### src/design/nvf_defs.svh
// opcode values, reset values and timing counts of the command front end
`ifndef NVF_DEFS_SVH
`define NVF_DEFS_SVH

`define NVF_OP_WREN    8'h06
`define NVF_OP_WRDI    8'h04
`define NVF_OP_RDSR    8'h05
`define NVF_OP_WRSR    8'h01
`define NVF_OP_READ    8'h03
`define NVF_OP_WRITE   8'h02
`define NVF_OP_STORE   8'h3C
`define NVF_OP_RECALL  8'h60
`define NVF_OP_PDS_EN  8'h59
`define NVF_OP_PDS_DIS 8'h19

`define NVF_ADDR_W     17
`define NVF_ADDR_BYTES 2'h2
`define NVF_ASEN_RST   1'b1
`define NVF_RCNT_W     16

`define NVF_CLK_NS     100
`define NVF_RECALL_NS  100000
`define NVF_RECALL_CYC ((`NVF_RECALL_NS + `NVF_CLK_NS - 1) / `NVF_CLK_NS)

`endif

### src/design/nvf_pkg.sv
// types of the command front end
`include "nvf_defs.svh"
package nvf_pkg;

    typedef enum logic [5:0] {
        NVF_IDLE  = 6'b000001,
        NVF_OPC   = 6'b000010,
        NVF_ADDR  = 6'b000100,
        NVF_WDATA = 6'b001000,
        NVF_RDATA = 6'b010000,
        NVF_DROP  = 6'b100000
    } nvf_state_t;

    typedef enum logic [2:0] {
        NVF_K_BAD,
        NVF_K_MEM,
        NVF_K_RDSR,
        NVF_K_RECALL,
        NVF_K_ASEN,
        NVF_K_ASDIS,
        NVF_K_OTHER
    } nvf_kind_t;

    typedef struct packed {
        nvf_state_t                state;
        logic [1:0]                cs_sy;
        logic [1:0]                sck_sy;
        logic [1:0]                mosi_sy;
        logic [1:0]                pf_sy;
        logic                      cs_d;
        logic                      sck_d;
        logic                      pf_d;
        logic                      mode3;
        logic                      armed;
        logic [2:0]                bitcnt;
        logic [2:0]                txcnt;
        logic [1:0]                bytecnt;
        logic [7:0]                shin;
        logic [7:0]                shout;
        logic [`NVF_ADDR_W-1:0]    addr;
        logic [`NVF_RCNT_W-1:0]    rcnt;
        logic                      asen;
        logic                      miso;
        logic                      miso_oe;
        logic [7:0]                opc;
        logic                      opc_stb;
        logic                      addr_stb;
        logic                      rd_next;
        logic                      rec_stb;
        logic                      asreq;
        logic                      busy;
        logic                      blk;
        logic                      ovr;
        logic                      push;
        logic [7:0]                pdata;
    } nvf_fe_state_t;

    typedef struct packed {
        logic [7:0] d0;
        logic [7:0] d1;
        logic       v0;
        logic       v1;
    } nvf_buf_state_t;

endpackage : nvf_pkg

### src/design/nvf_stream_if.sv
// byte stream between the front end and its buffer
`timescale 1ns/1ps
interface nvf_stream_if #(parameter int W = 8);
    logic         valid;
    logic         ready;
    logic [W-1:0] data;
    modport src (output valid, output data, input ready);
    modport snk (input valid, input data, output ready);
endinterface : nvf_stream_if

### src/design/nvf_front_end.sv
// spi slave command front end of a serial nonvolatile sram
`timescale 1ns/1ps
`include "nvf_defs.svh"
// Operation
// - recall opcode starts a recall; array access blocked until the recall time ends
// - after store-disable, no automatic store at power fail
// - store-enable switches automatic power-down store back on
// - store-enable setting is volatile, lost over a power cycle
// - automatic power-down store is enabled after reset
// - power-up recall always runs after reset, nothing suppresses it
// - input bits sampled on rising clock edges from first edge after select
// - first byte after select is the opcode; address and data follow
// - one opcode per select; a new instruction needs a new select fall
// - deselected: serial input ignored, serial output tristated
// - serial output changes on falling clock edges
// - all bytes shifted most significant bit first
// - three address bytes; only the low 17 bits are kept
// - invalid opcode: ignore rest of select cycle, output stays tristated
// - clock level at select fall picks mode 0 or mode 3
// - in mode 3 the first rising edge counts only after clock went low
// - only the master starts transfers; device never drives unselected
// - recall opcode is 0x60
// - power-down store enable opcode is 0x59
// - power-down store disable opcode is 0x19
// - busy flag is 1 for the whole store or recall cycle
module nvf_front_end
    import nvf_pkg::*;
#(
    parameter int RECALL_CYC = `NVF_RECALL_CYC
) (
    input  wire logic                   core_clk_i,
    input  wire logic                   nrst_i,
    input  wire logic                   spi_cs_n_i,
    input  wire logic                   spi_sck_i,
    input  wire logic                   spi_mosi_i,
    output logic                        spi_miso_o,
    output logic                        spi_miso_oe_o,
    input  wire logic                   power_fail_i,
    input  wire logic                   store_busy_i,
    input  wire logic [7:0]             tx_byte_i,
    input  wire logic                   rx_ready_i,
    output logic                        rx_valid_o,
    output logic [7:0]                  rx_data_o,
    output logic [7:0]                  opcode_o,
    output logic                        opcode_stb_o,
    output logic [`NVF_ADDR_W-1:0]      addr_o,
    output logic                        addr_stb_o,
    output logic                        rd_next_o,
    output logic                        recall_start_o,
    output logic                        pdstore_req_o,
    output logic                        pdstore_en_o,
    output logic                        busy_o,
    output logic                        array_block_o,
    output logic                        overrun_o
);
    localparam int RMAX = (1 << `NVF_RCNT_W) - 1;

    if (RECALL_CYC < 1 || RECALL_CYC > RMAX) begin : g_bad_recall
        $error("RECALL_CYC out of range");
    end

    function automatic nvf_kind_t op_kind(input logic [7:0] op);
        case (op)
            `NVF_OP_READ,
            `NVF_OP_WRITE:  op_kind = NVF_K_MEM;
            `NVF_OP_RDSR:   op_kind = NVF_K_RDSR;
            `NVF_OP_RECALL: op_kind = NVF_K_RECALL;
            `NVF_OP_PDS_EN:  op_kind = NVF_K_ASEN;
            `NVF_OP_PDS_DIS: op_kind = NVF_K_ASDIS;
            `NVF_OP_WREN,
            `NVF_OP_WRDI,
            `NVF_OP_WRSR,
            `NVF_OP_STORE:  op_kind = NVF_K_OTHER;
            default:        op_kind = NVF_K_BAD;
        endcase
    endfunction : op_kind

    nvf_fe_state_t st_reg;
    nvf_fe_state_t st_next;
    logic          cs_fall;
    logic          sck_rise;
    logic          sck_fall;
    logic          pf_rise;
    logic          sel;
    logic          rx_bit;
    logic          byte_done;
    logic [7:0]    byte_in;

    nvf_stream_if #(.W(8)) in_s ();
    nvf_stream_if #(.W(8)) out_s ();

    nvf_buf2 #(.W(8)) u_nvf_buf2 (
        .core_clk_i (core_clk_i),
        .nrst_i     (nrst_i),
        .in_s       (in_s),
        .out_s      (out_s)
    );

    assign in_s.valid  = st_reg.push;
    assign in_s.data   = st_reg.pdata;
    assign out_s.ready = rx_ready_i;

    // edges seen only through the second sync stage
    assign sel      = !st_reg.cs_sy[1];
    assign cs_fall  = st_reg.cs_d && !st_reg.cs_sy[1];
    assign sck_rise = st_reg.sck_sy[1] && !st_reg.sck_d;
    assign sck_fall = !st_reg.sck_sy[1] && st_reg.sck_d;
    assign pf_rise  = st_reg.pf_sy[1] && !st_reg.pf_d;
    assign byte_in  = {st_reg.shin[6:0], st_reg.mosi_sy[1]};

    always_comb begin
        st_next = st_reg;
        rx_bit  = 1'b0;
        byte_done = 1'b0;
        st_next.cs_sy   = {st_reg.cs_sy[0], spi_cs_n_i};
        st_next.sck_sy  = {st_reg.sck_sy[0], spi_sck_i};
        st_next.mosi_sy = {st_reg.mosi_sy[0], spi_mosi_i};
        st_next.pf_sy   = {st_reg.pf_sy[0], power_fail_i};
        st_next.cs_d    = st_reg.cs_sy[1];
        st_next.sck_d   = st_reg.sck_sy[1];
        st_next.pf_d    = st_reg.pf_sy[1];
        st_next.opc_stb  = 1'b0;
        st_next.addr_stb = 1'b0;
        st_next.rd_next  = 1'b0;
        st_next.rec_stb  = 1'b0;
        st_next.push     = 1'b0;
        st_next.asreq    = pf_rise && st_reg.asen;
        if (st_reg.rcnt != '0) begin
            st_next.rcnt = st_reg.rcnt - `NVF_RCNT_W'(1);
        end
        if (!sel) begin
            st_next.state   = NVF_IDLE;
            st_next.miso_oe = 1'b0;
        end else if (cs_fall) begin
            st_next.state   = NVF_OPC;
            st_next.mode3   = st_reg.sck_sy[1];
            st_next.armed   = !st_reg.sck_sy[1];
            st_next.bitcnt  = 3'h0;
            st_next.txcnt   = 3'h0;
            st_next.bytecnt = 2'h0;
            st_next.ovr     = 1'b0;
        end else begin
            if (sck_fall) begin
                st_next.armed = 1'b1;
            end
            rx_bit = sck_rise && st_reg.armed;
            if (rx_bit) begin
                st_next.shin   = byte_in;
                st_next.bitcnt = st_reg.bitcnt + 3'h1;
                byte_done      = st_reg.bitcnt == 3'h7;
            end
            case (st_reg.state)
                NVF_OPC: begin
                    if (byte_done) begin
                        st_next.opc     = byte_in;
                        st_next.opc_stb = 1'b1;
                        case (op_kind(byte_in))
                            NVF_K_MEM: begin
                                // no array access while a recall or store runs
                                st_next.state = st_reg.busy ? NVF_DROP : NVF_ADDR;
                            end
                            NVF_K_RDSR: st_next.state = NVF_RDATA;
                            NVF_K_RECALL: begin
                                st_next.rcnt    = `NVF_RCNT_W'(RECALL_CYC);
                                st_next.rec_stb = 1'b1;
                                st_next.state   = NVF_DROP;
                            end
                            NVF_K_ASEN: begin
                                st_next.asen  = 1'b1;
                                st_next.state = NVF_DROP;
                            end
                            NVF_K_ASDIS: begin
                                st_next.asen  = 1'b0;
                                st_next.state = NVF_DROP;
                            end
                            NVF_K_OTHER: st_next.state = NVF_WDATA;
                            default:     st_next.state = NVF_DROP;
                        endcase
                    end
                end
                NVF_ADDR: begin
                    if (rx_bit) begin
                        // upper seven of the 24 bits fall off the top
                        st_next.addr = {st_reg.addr[`NVF_ADDR_W-2:0], st_reg.mosi_sy[1]};
                    end
                    if (byte_done) begin
                        st_next.bytecnt = st_reg.bytecnt + 2'h1;
                        if (st_reg.bytecnt == `NVF_ADDR_BYTES) begin
                            st_next.addr_stb = 1'b1;
                            st_next.state = (st_reg.opc == `NVF_OP_READ) ? NVF_RDATA : NVF_WDATA;
                        end
                    end
                end
                NVF_WDATA: begin
                    if (byte_done) begin
                        // spi cannot be stalled; a full buffer drops the byte
                        st_next.push  = in_s.ready;
                        st_next.pdata = byte_in;
                        st_next.ovr   = st_reg.ovr || !in_s.ready;
                    end
                end
                NVF_RDATA: begin
                    if (sck_fall) begin
                        st_next.miso_oe = 1'b1;
                        st_next.txcnt   = st_reg.txcnt + 3'h1;
                        if (st_reg.txcnt == 3'h0) begin
                            st_next.miso    = tx_byte_i[7];
                            st_next.shout   = {tx_byte_i[6:0], 1'b0};
                            st_next.rd_next = 1'b1;
                        end else begin
                            st_next.miso  = st_reg.shout[7];
                            st_next.shout = {st_reg.shout[6:0], 1'b0};
                        end
                    end
                end
                NVF_DROP: st_next.miso_oe = 1'b0;
                NVF_IDLE: st_next.miso_oe = 1'b0;
                default:  st_next.state = NVF_IDLE;
            endcase
        end
        st_next.blk  = st_next.rcnt != '0;
        st_next.busy = st_next.blk || store_busy_i;
    end

    always_ff @(posedge core_clk_i) begin
        if (!nrst_i) begin
            st_reg        <= '0;
            st_reg.state  <= NVF_IDLE;
            st_reg.cs_sy  <= 2'h3;
            st_reg.cs_d   <= 1'b1;
            st_reg.asen   <= `NVF_ASEN_RST;
            st_reg.rcnt   <= `NVF_RCNT_W'(RECALL_CYC);
            st_reg.blk    <= 1'b1;
            st_reg.busy   <= 1'b1;
        end else begin
            st_reg <= st_next;
        end
    end

    assign spi_miso_o      = st_reg.miso;
    assign spi_miso_oe_o   = st_reg.miso_oe;
    assign rx_valid_o      = out_s.valid;
    assign rx_data_o       = out_s.data;
    assign opcode_o        = st_reg.opc;
    assign opcode_stb_o    = st_reg.opc_stb;
    assign addr_o          = st_reg.addr;
    assign addr_stb_o      = st_reg.addr_stb;
    assign rd_next_o       = st_reg.rd_next;
    assign recall_start_o  = st_reg.rec_stb;
    assign pdstore_req_o   = st_reg.asreq;
    assign pdstore_en_o    = st_reg.asen;
    assign busy_o          = st_reg.busy;
    assign array_block_o   = st_reg.blk;
    assign overrun_o       = st_reg.ovr;
endmodule : nvf_front_end

### src/design/nvf_buf2.sv
// two-entry buffer; output taken straight from the head register
`timescale 1ns/1ps
module nvf_buf2
    import nvf_pkg::*;
#(
    parameter int W = 8
) (
    input  wire logic   core_clk_i,
    input  wire logic   nrst_i,
    nvf_stream_if.snk   in_s,
    nvf_stream_if.src   out_s
);
    nvf_buf_state_t st_reg;
    nvf_buf_state_t st_next;
    logic           pop;
    logic           psh;

    if (W != 8) begin : g_bad_w
        $error("nvf_buf2 carries bytes only");
    end

    assign pop         = st_reg.v0 && out_s.ready;
    assign psh         = in_s.valid && !st_reg.v1;
    assign in_s.ready  = !st_reg.v1;
    assign out_s.valid = st_reg.v0;
    assign out_s.data  = st_reg.d0;

    always_comb begin
        st_next = st_reg;
        if (pop) begin
            st_next.d0 = st_reg.d1;
            st_next.v0 = st_reg.v1;
            st_next.v1 = 1'b0;
        end
        if (psh) begin
            if (!st_next.v0) begin
                st_next.d0 = in_s.data;
                st_next.v0 = 1'b1;
            end else begin
                st_next.d1 = in_s.data;
                st_next.v1 = 1'b1;
            end
        end
    end

    always_ff @(posedge core_clk_i) begin
        if (!nrst_i) begin
            st_reg <= '0;
        end else begin
            st_reg <= st_next;
        end
    end

endmodule : nvf_buf2

### config.mk
export PLATFORM = sky130hd
export DESIGN_NAME = nvf_front_end
export DESIGN_NICKNAME = d
export VERILOG_FILES = /design/src/design/nvf_pkg.sv /design/src/design/nvf_stream_if.sv /design/src/design/nvf_front_end.sv /design/src/design/nvf_buf2.sv
export VERILOG_INCLUDE_DIRS = /design/src /design/src/design
export SDC_FILE = /design/constraint.sdc
export NUM_CORES = 1
export LEC_CHECK = 0
export BUFFER_PORTS_ARGS = -buffer_cell sky130_fd_sc_hd__buf_2
export CORE_MARGIN = 2
export CORE_UTILIZATION = 63
export DETAILED_ROUTE_END_ITERATION = 16
export GPL_TIMING_DRIVEN = 0
export PLACE_DENSITY_LB_ADDON = 0.12
export SETUP_SLACK_MARGIN = 0.02
export SLEW_MARGIN = 20
export SYNTH_ARGS = -nofsm -noshare
export SYNTH_HDL_FRONTEND = slang
export SYNTH_SLANG_ARGS = --single-unit
### constraint.sdc
create_clock -name core_clk_i -period 6.15 [get_ports core_clk_i]
set_input_delay 1.23 -clock core_clk_i [delete_from_list [all_inputs] [get_ports core_clk_i]]
set_output_delay 1.23 -clock core_clk_i [all_outputs]
set_load 0.01 [all_outputs]
==> run_results.csv <==
group,metric,value,unit
synth,syn_area,5360,sq um
sta,finalSetupViolations,0,
die,initial_core_util,65.2,%
drt,dr_wl_met3,870,microns
die,rows,33,
drt,top_layer_used,"met4",
final_layout,area_growth_syn_to_layout,19.4,%
worst_setup_path,critPathBufInv,1,
power_and_ir_drop,clkPwrFrac,54.6,%
clock_tree,worstSkewPairLatency,0.52,ns
die,die-area,9260,sq um
drt,wire_per_inst,15.2,microns
power_and_ir_drop,power.internal,1.47,mW
synth,ys.flop_type,"dfxtp_1",
final_layout,diodes,0,
synth,yosysSeqAreaShare,44.4,%
clock_tree,clock_sinks,119,
clock_tree,ctsResizeCount,0,
clock_tree,cts_root_buf,"clkbuf_8",
worst_setup_path,cp-start-kind,"flip-flop",
run_status,status,"complete, no violations",
min_path,min_to,"st_next[89]",
drt,wl_met2,5.99,mm
worst_setup_path,path_delay_family,"simple AND/OR/NAND/NOR gates",
power_and_ir_drop,netSwitchingPower,0.400,mW
clock_tree,clockBufferDepth,2,
drt,drt_iter0_drc,318,
drt,wl_met1,5.56,mm
final_layout,nets,737,
power_and_ir_drop,pwr_density_cell,292,nW/um^2
synth,netlist_instances,636,
sta,finalCriticalPeriod,2.95,ns
worst_setup_path,regToRegEndpoint,"busy_o",
min_path,min_path_cells,1,
sta,worst_slew_pin_slew,0.904,ns
grt,grt_pass1_wl,20.6,mm
synth,synth_nets,659,
worst_setup_path,reg2reg_from,"st_reg[28]",
drt,ant_nets,0,
drt,drc,0,
power_and_ir_drop,comb_power_share,3.2,%
die,die_x,96.2,microns
power_and_ir_drop,peakVddDrop,0.000207,V
worst_setup_path,slowest_delay,0.43,ns
sta,hold_viol,0,
min_path,hp-class,"flip-flop to flip-flop",
clock_tree,postCtsHoldBufs,0,
synth,synth-xor-area-share,1.96,%
synth,synth.top_cell.area_share,44.4,%
synth,synth_compound_area_share,12.1,%
placed_design,gp_congestion,0.982,
clock_tree,cts_tree,"built",
worst_setup_path,crit_fanout,7,
grt,grt_max_degree,17,
sta,rsz0062_at_grt,"no",
die,die_h,96.2,microns
synth,synth_simple_gate_area_share,26.3,%
min_path,hold_start,"st_next[97]",
run,cap_violations,0,
grt,grt_pass1_vias,4395,
worst_setup_path,worstSetupPathType,"flip-flop to flip-flop",
worst_setup_path,cpMaxStageDelayCell,"or3b_1",
final_layout,drive_above_1_share,20.2,%
drt,drt_wl_total,12.7,mm
sta,relSlewSlack,39.5,%
grt,overflow,0,
sta,fin_crit_sh,47.9,%
drt,drtPass1Iterations,7,
worst_setup_path,r2r_cells,9,
synth,synth_top_family_by_area,"simple AND/OR/NAND/NOR gates",
power_and_ir_drop,seqPwrFrac,42.1,%
synth,avgSynthCellArea,8.43,sq um
placed_design,dpl.hpwl,8.36,mm
die,io_pins,61,
synth,synthMuxAreaShare,5.51,%
synth,async_reset_ff_share,0,%
sta,setup_ws,3.20,ns
clock_tree,cts.htree.levels,4,
sta,skew,0.00715,ns
worst_setup_path,worst-endpoint-required,6.56,ns
sta,finalSetupTns,0,ns
clock_tree,clkTransAtPathRegs,0.06,ns
worst_setup_path,cp_cell_sequence,"inv_1, ha_1, or3b_1, nor3_2, nor4b_1, xnor2_1, o22ai_1, or2_2, or3_1",
worst_setup_path,worstPathArrival,3.35,ns
final_layout,largest_register_ffs,41,
worst_setup_path,setup.worst_path.end_class,"flip-flop",
drt,num_vias,4771,
synth,synth_top_area_cell,"dfxtp_1",
synth,synthTopCellsByArea,"dfxtp_1 (44%), nand2_1 (6.7%), nor2_1 (5.8%)",
grt,grt_use_total,28.9,%
clock_tree,cts_setup_buffers,0,
synth,synth_edf_count,0,
drt,routed_via_density,5.73,
placed_design,port_buffers,59,
synth,yosysUniqueCellTypes,60,
power_and_ir_drop,leakagePower,2.54,nW
sta,slew_violations,0,
placed_design,dp_slack,2.88,ns
clock_tree,cts_made_buffers,17,
sta,max_freq,0.339,GHz
die,core,8220,sq um
grt,antenna_found_initial,0,
worst_setup_path,reg2reg_slack,3.20,ns
power_and_ir_drop,sw_frac_of_total,21.4,%
synth,ys_ff_latch,119,
synth,yosys_warnings,0,
synth,synthAdderAreaFrac,1.63,%
==> synthesized netlist by cell type, types with 3 or more instances <==
cell      count
a21oi_1      45
or2_2         4
nor3_1       14
a211oi_1     10
inv_1         8
and2_1       13
mux2_2        3
and3_1        4
or3_1         4
nand4b_1      3
nor4_1        6
clkbuf_1     28
nand4_1       7
o21ai_1       3
mux2i_1      25
nand2_1      95
a311oi_1      8
xnor2_1       8
buf_2         6
nand3_1      24
ha_1          7
nor2b_1       7
nor2_1       83
a22oi_1       3
buf_4        33
nand2b_1      7
dfxtp_1     119
o21ai_0      10
xor2_1        4
==> metrics by stage <==
stage	cells	total power [mW]	hold WS [ns]	util [%]	cell area, sq um
2_1_floorplan	636	0.844	0.386	-	5360
3_3_place_gp	800	0.860	0.389	70.4	5790
3_5_place_dp	800	0.862	0.395	70.4	5790
4_1_cts	832	1.87	0.409	77.9	6400
5_1_grt	832	1.92	0.430	77.9	6400
6_report	832	1.87	0.409	77.9	6400
==> placed cells by master, fill, tap and decap left out, types with 13 or more instances in the layout <==
| master | instances |
|---|---|
| dfxtp_1 | 119 |
| a21oi_1 | 45 |
| buf_4 | 33 |
| buf_2 | 65 |
| nand2_1 | 95 |
| clkbuf_1 | 30 |
| nor2_1 | 83 |
| mux2i_1 | 25 |
| and2_1 | 13 |
| nor3_1 | 14 |
| clkbuf_16 | 16 |
| nand3_1 | 24 |
==> layer usage <==
layer  vias to the layer above  global-route usage (%)
met5                         -                       0
met1                      2208                    36.5
met4                         0                    11.0
li1                       2316                       -
met3                        31                    7.52
met2                       216                    47.4
==> area by class of cell <==
type | instances | area, sq um
timing repair buffer | 59 | 295
sequential | 119 | 2380
tap | 105 | 131
inverter | 9 | 33.8
fill | 553 | 1820
clock inverter | 12 | 175
clock buffer | 20 | 435
multi-input combinational | 439 | 2550
buffer | 69 | 398
==> worst max path at each step <==
stage | startpoint | end | slack, ns | depth (start not counted)
floorplan | nrst_i | st_reg[102] | 3.43 | 7
detailed placement | nrst_i | st_reg[102] | 2.88 | 8
global route | st_reg[28] | busy_o | 2.96 | 9
global placement | nrst_i | st_reg[102] | 2.95 | 8
finish | st_reg[28] | busy_o | 3.20 | 9
CTS | st_reg[28] | busy_o | 3.23 | 9
==> cell families (layout without fill, tap and decap cells) <==
family,Yosys count,after routing
simple gates,292,292
flops,119,119
compound gates,99,99
buf+inv,78,169
mux,29,29
xor+xnor,12,12
fa+ha+maj,7,7
==> power by group through the flow <==
stage / registers (mW) / clock network, mW / logic [mW]
after floorplan: 0.801 / 0 / 0.0422
after global placement: 0.803 / 0 / 0.0574
after detailed placement: 0.803 / 0 / 0.0586
after CTS: 0.787 / 1.02 / 0.0597
final: 0.787 / 1.02 / 0.0604
after global routing: 0.787 / 1.07 / 0.0674
==> worst reg2reg max path, cell delays in order (launching register included) <==
cell and delay, ns:
dfxtp_1 0.33, inv_1 0.11, ha_1 0.27, or3b_1 0.43
nor3_2 0.41, nor4b_1 0.35, xnor2_1 0.21, o22ai_1 0.13
or2_2 0.29, or3_1 0.30
Power figures use the tool's default switching activity.
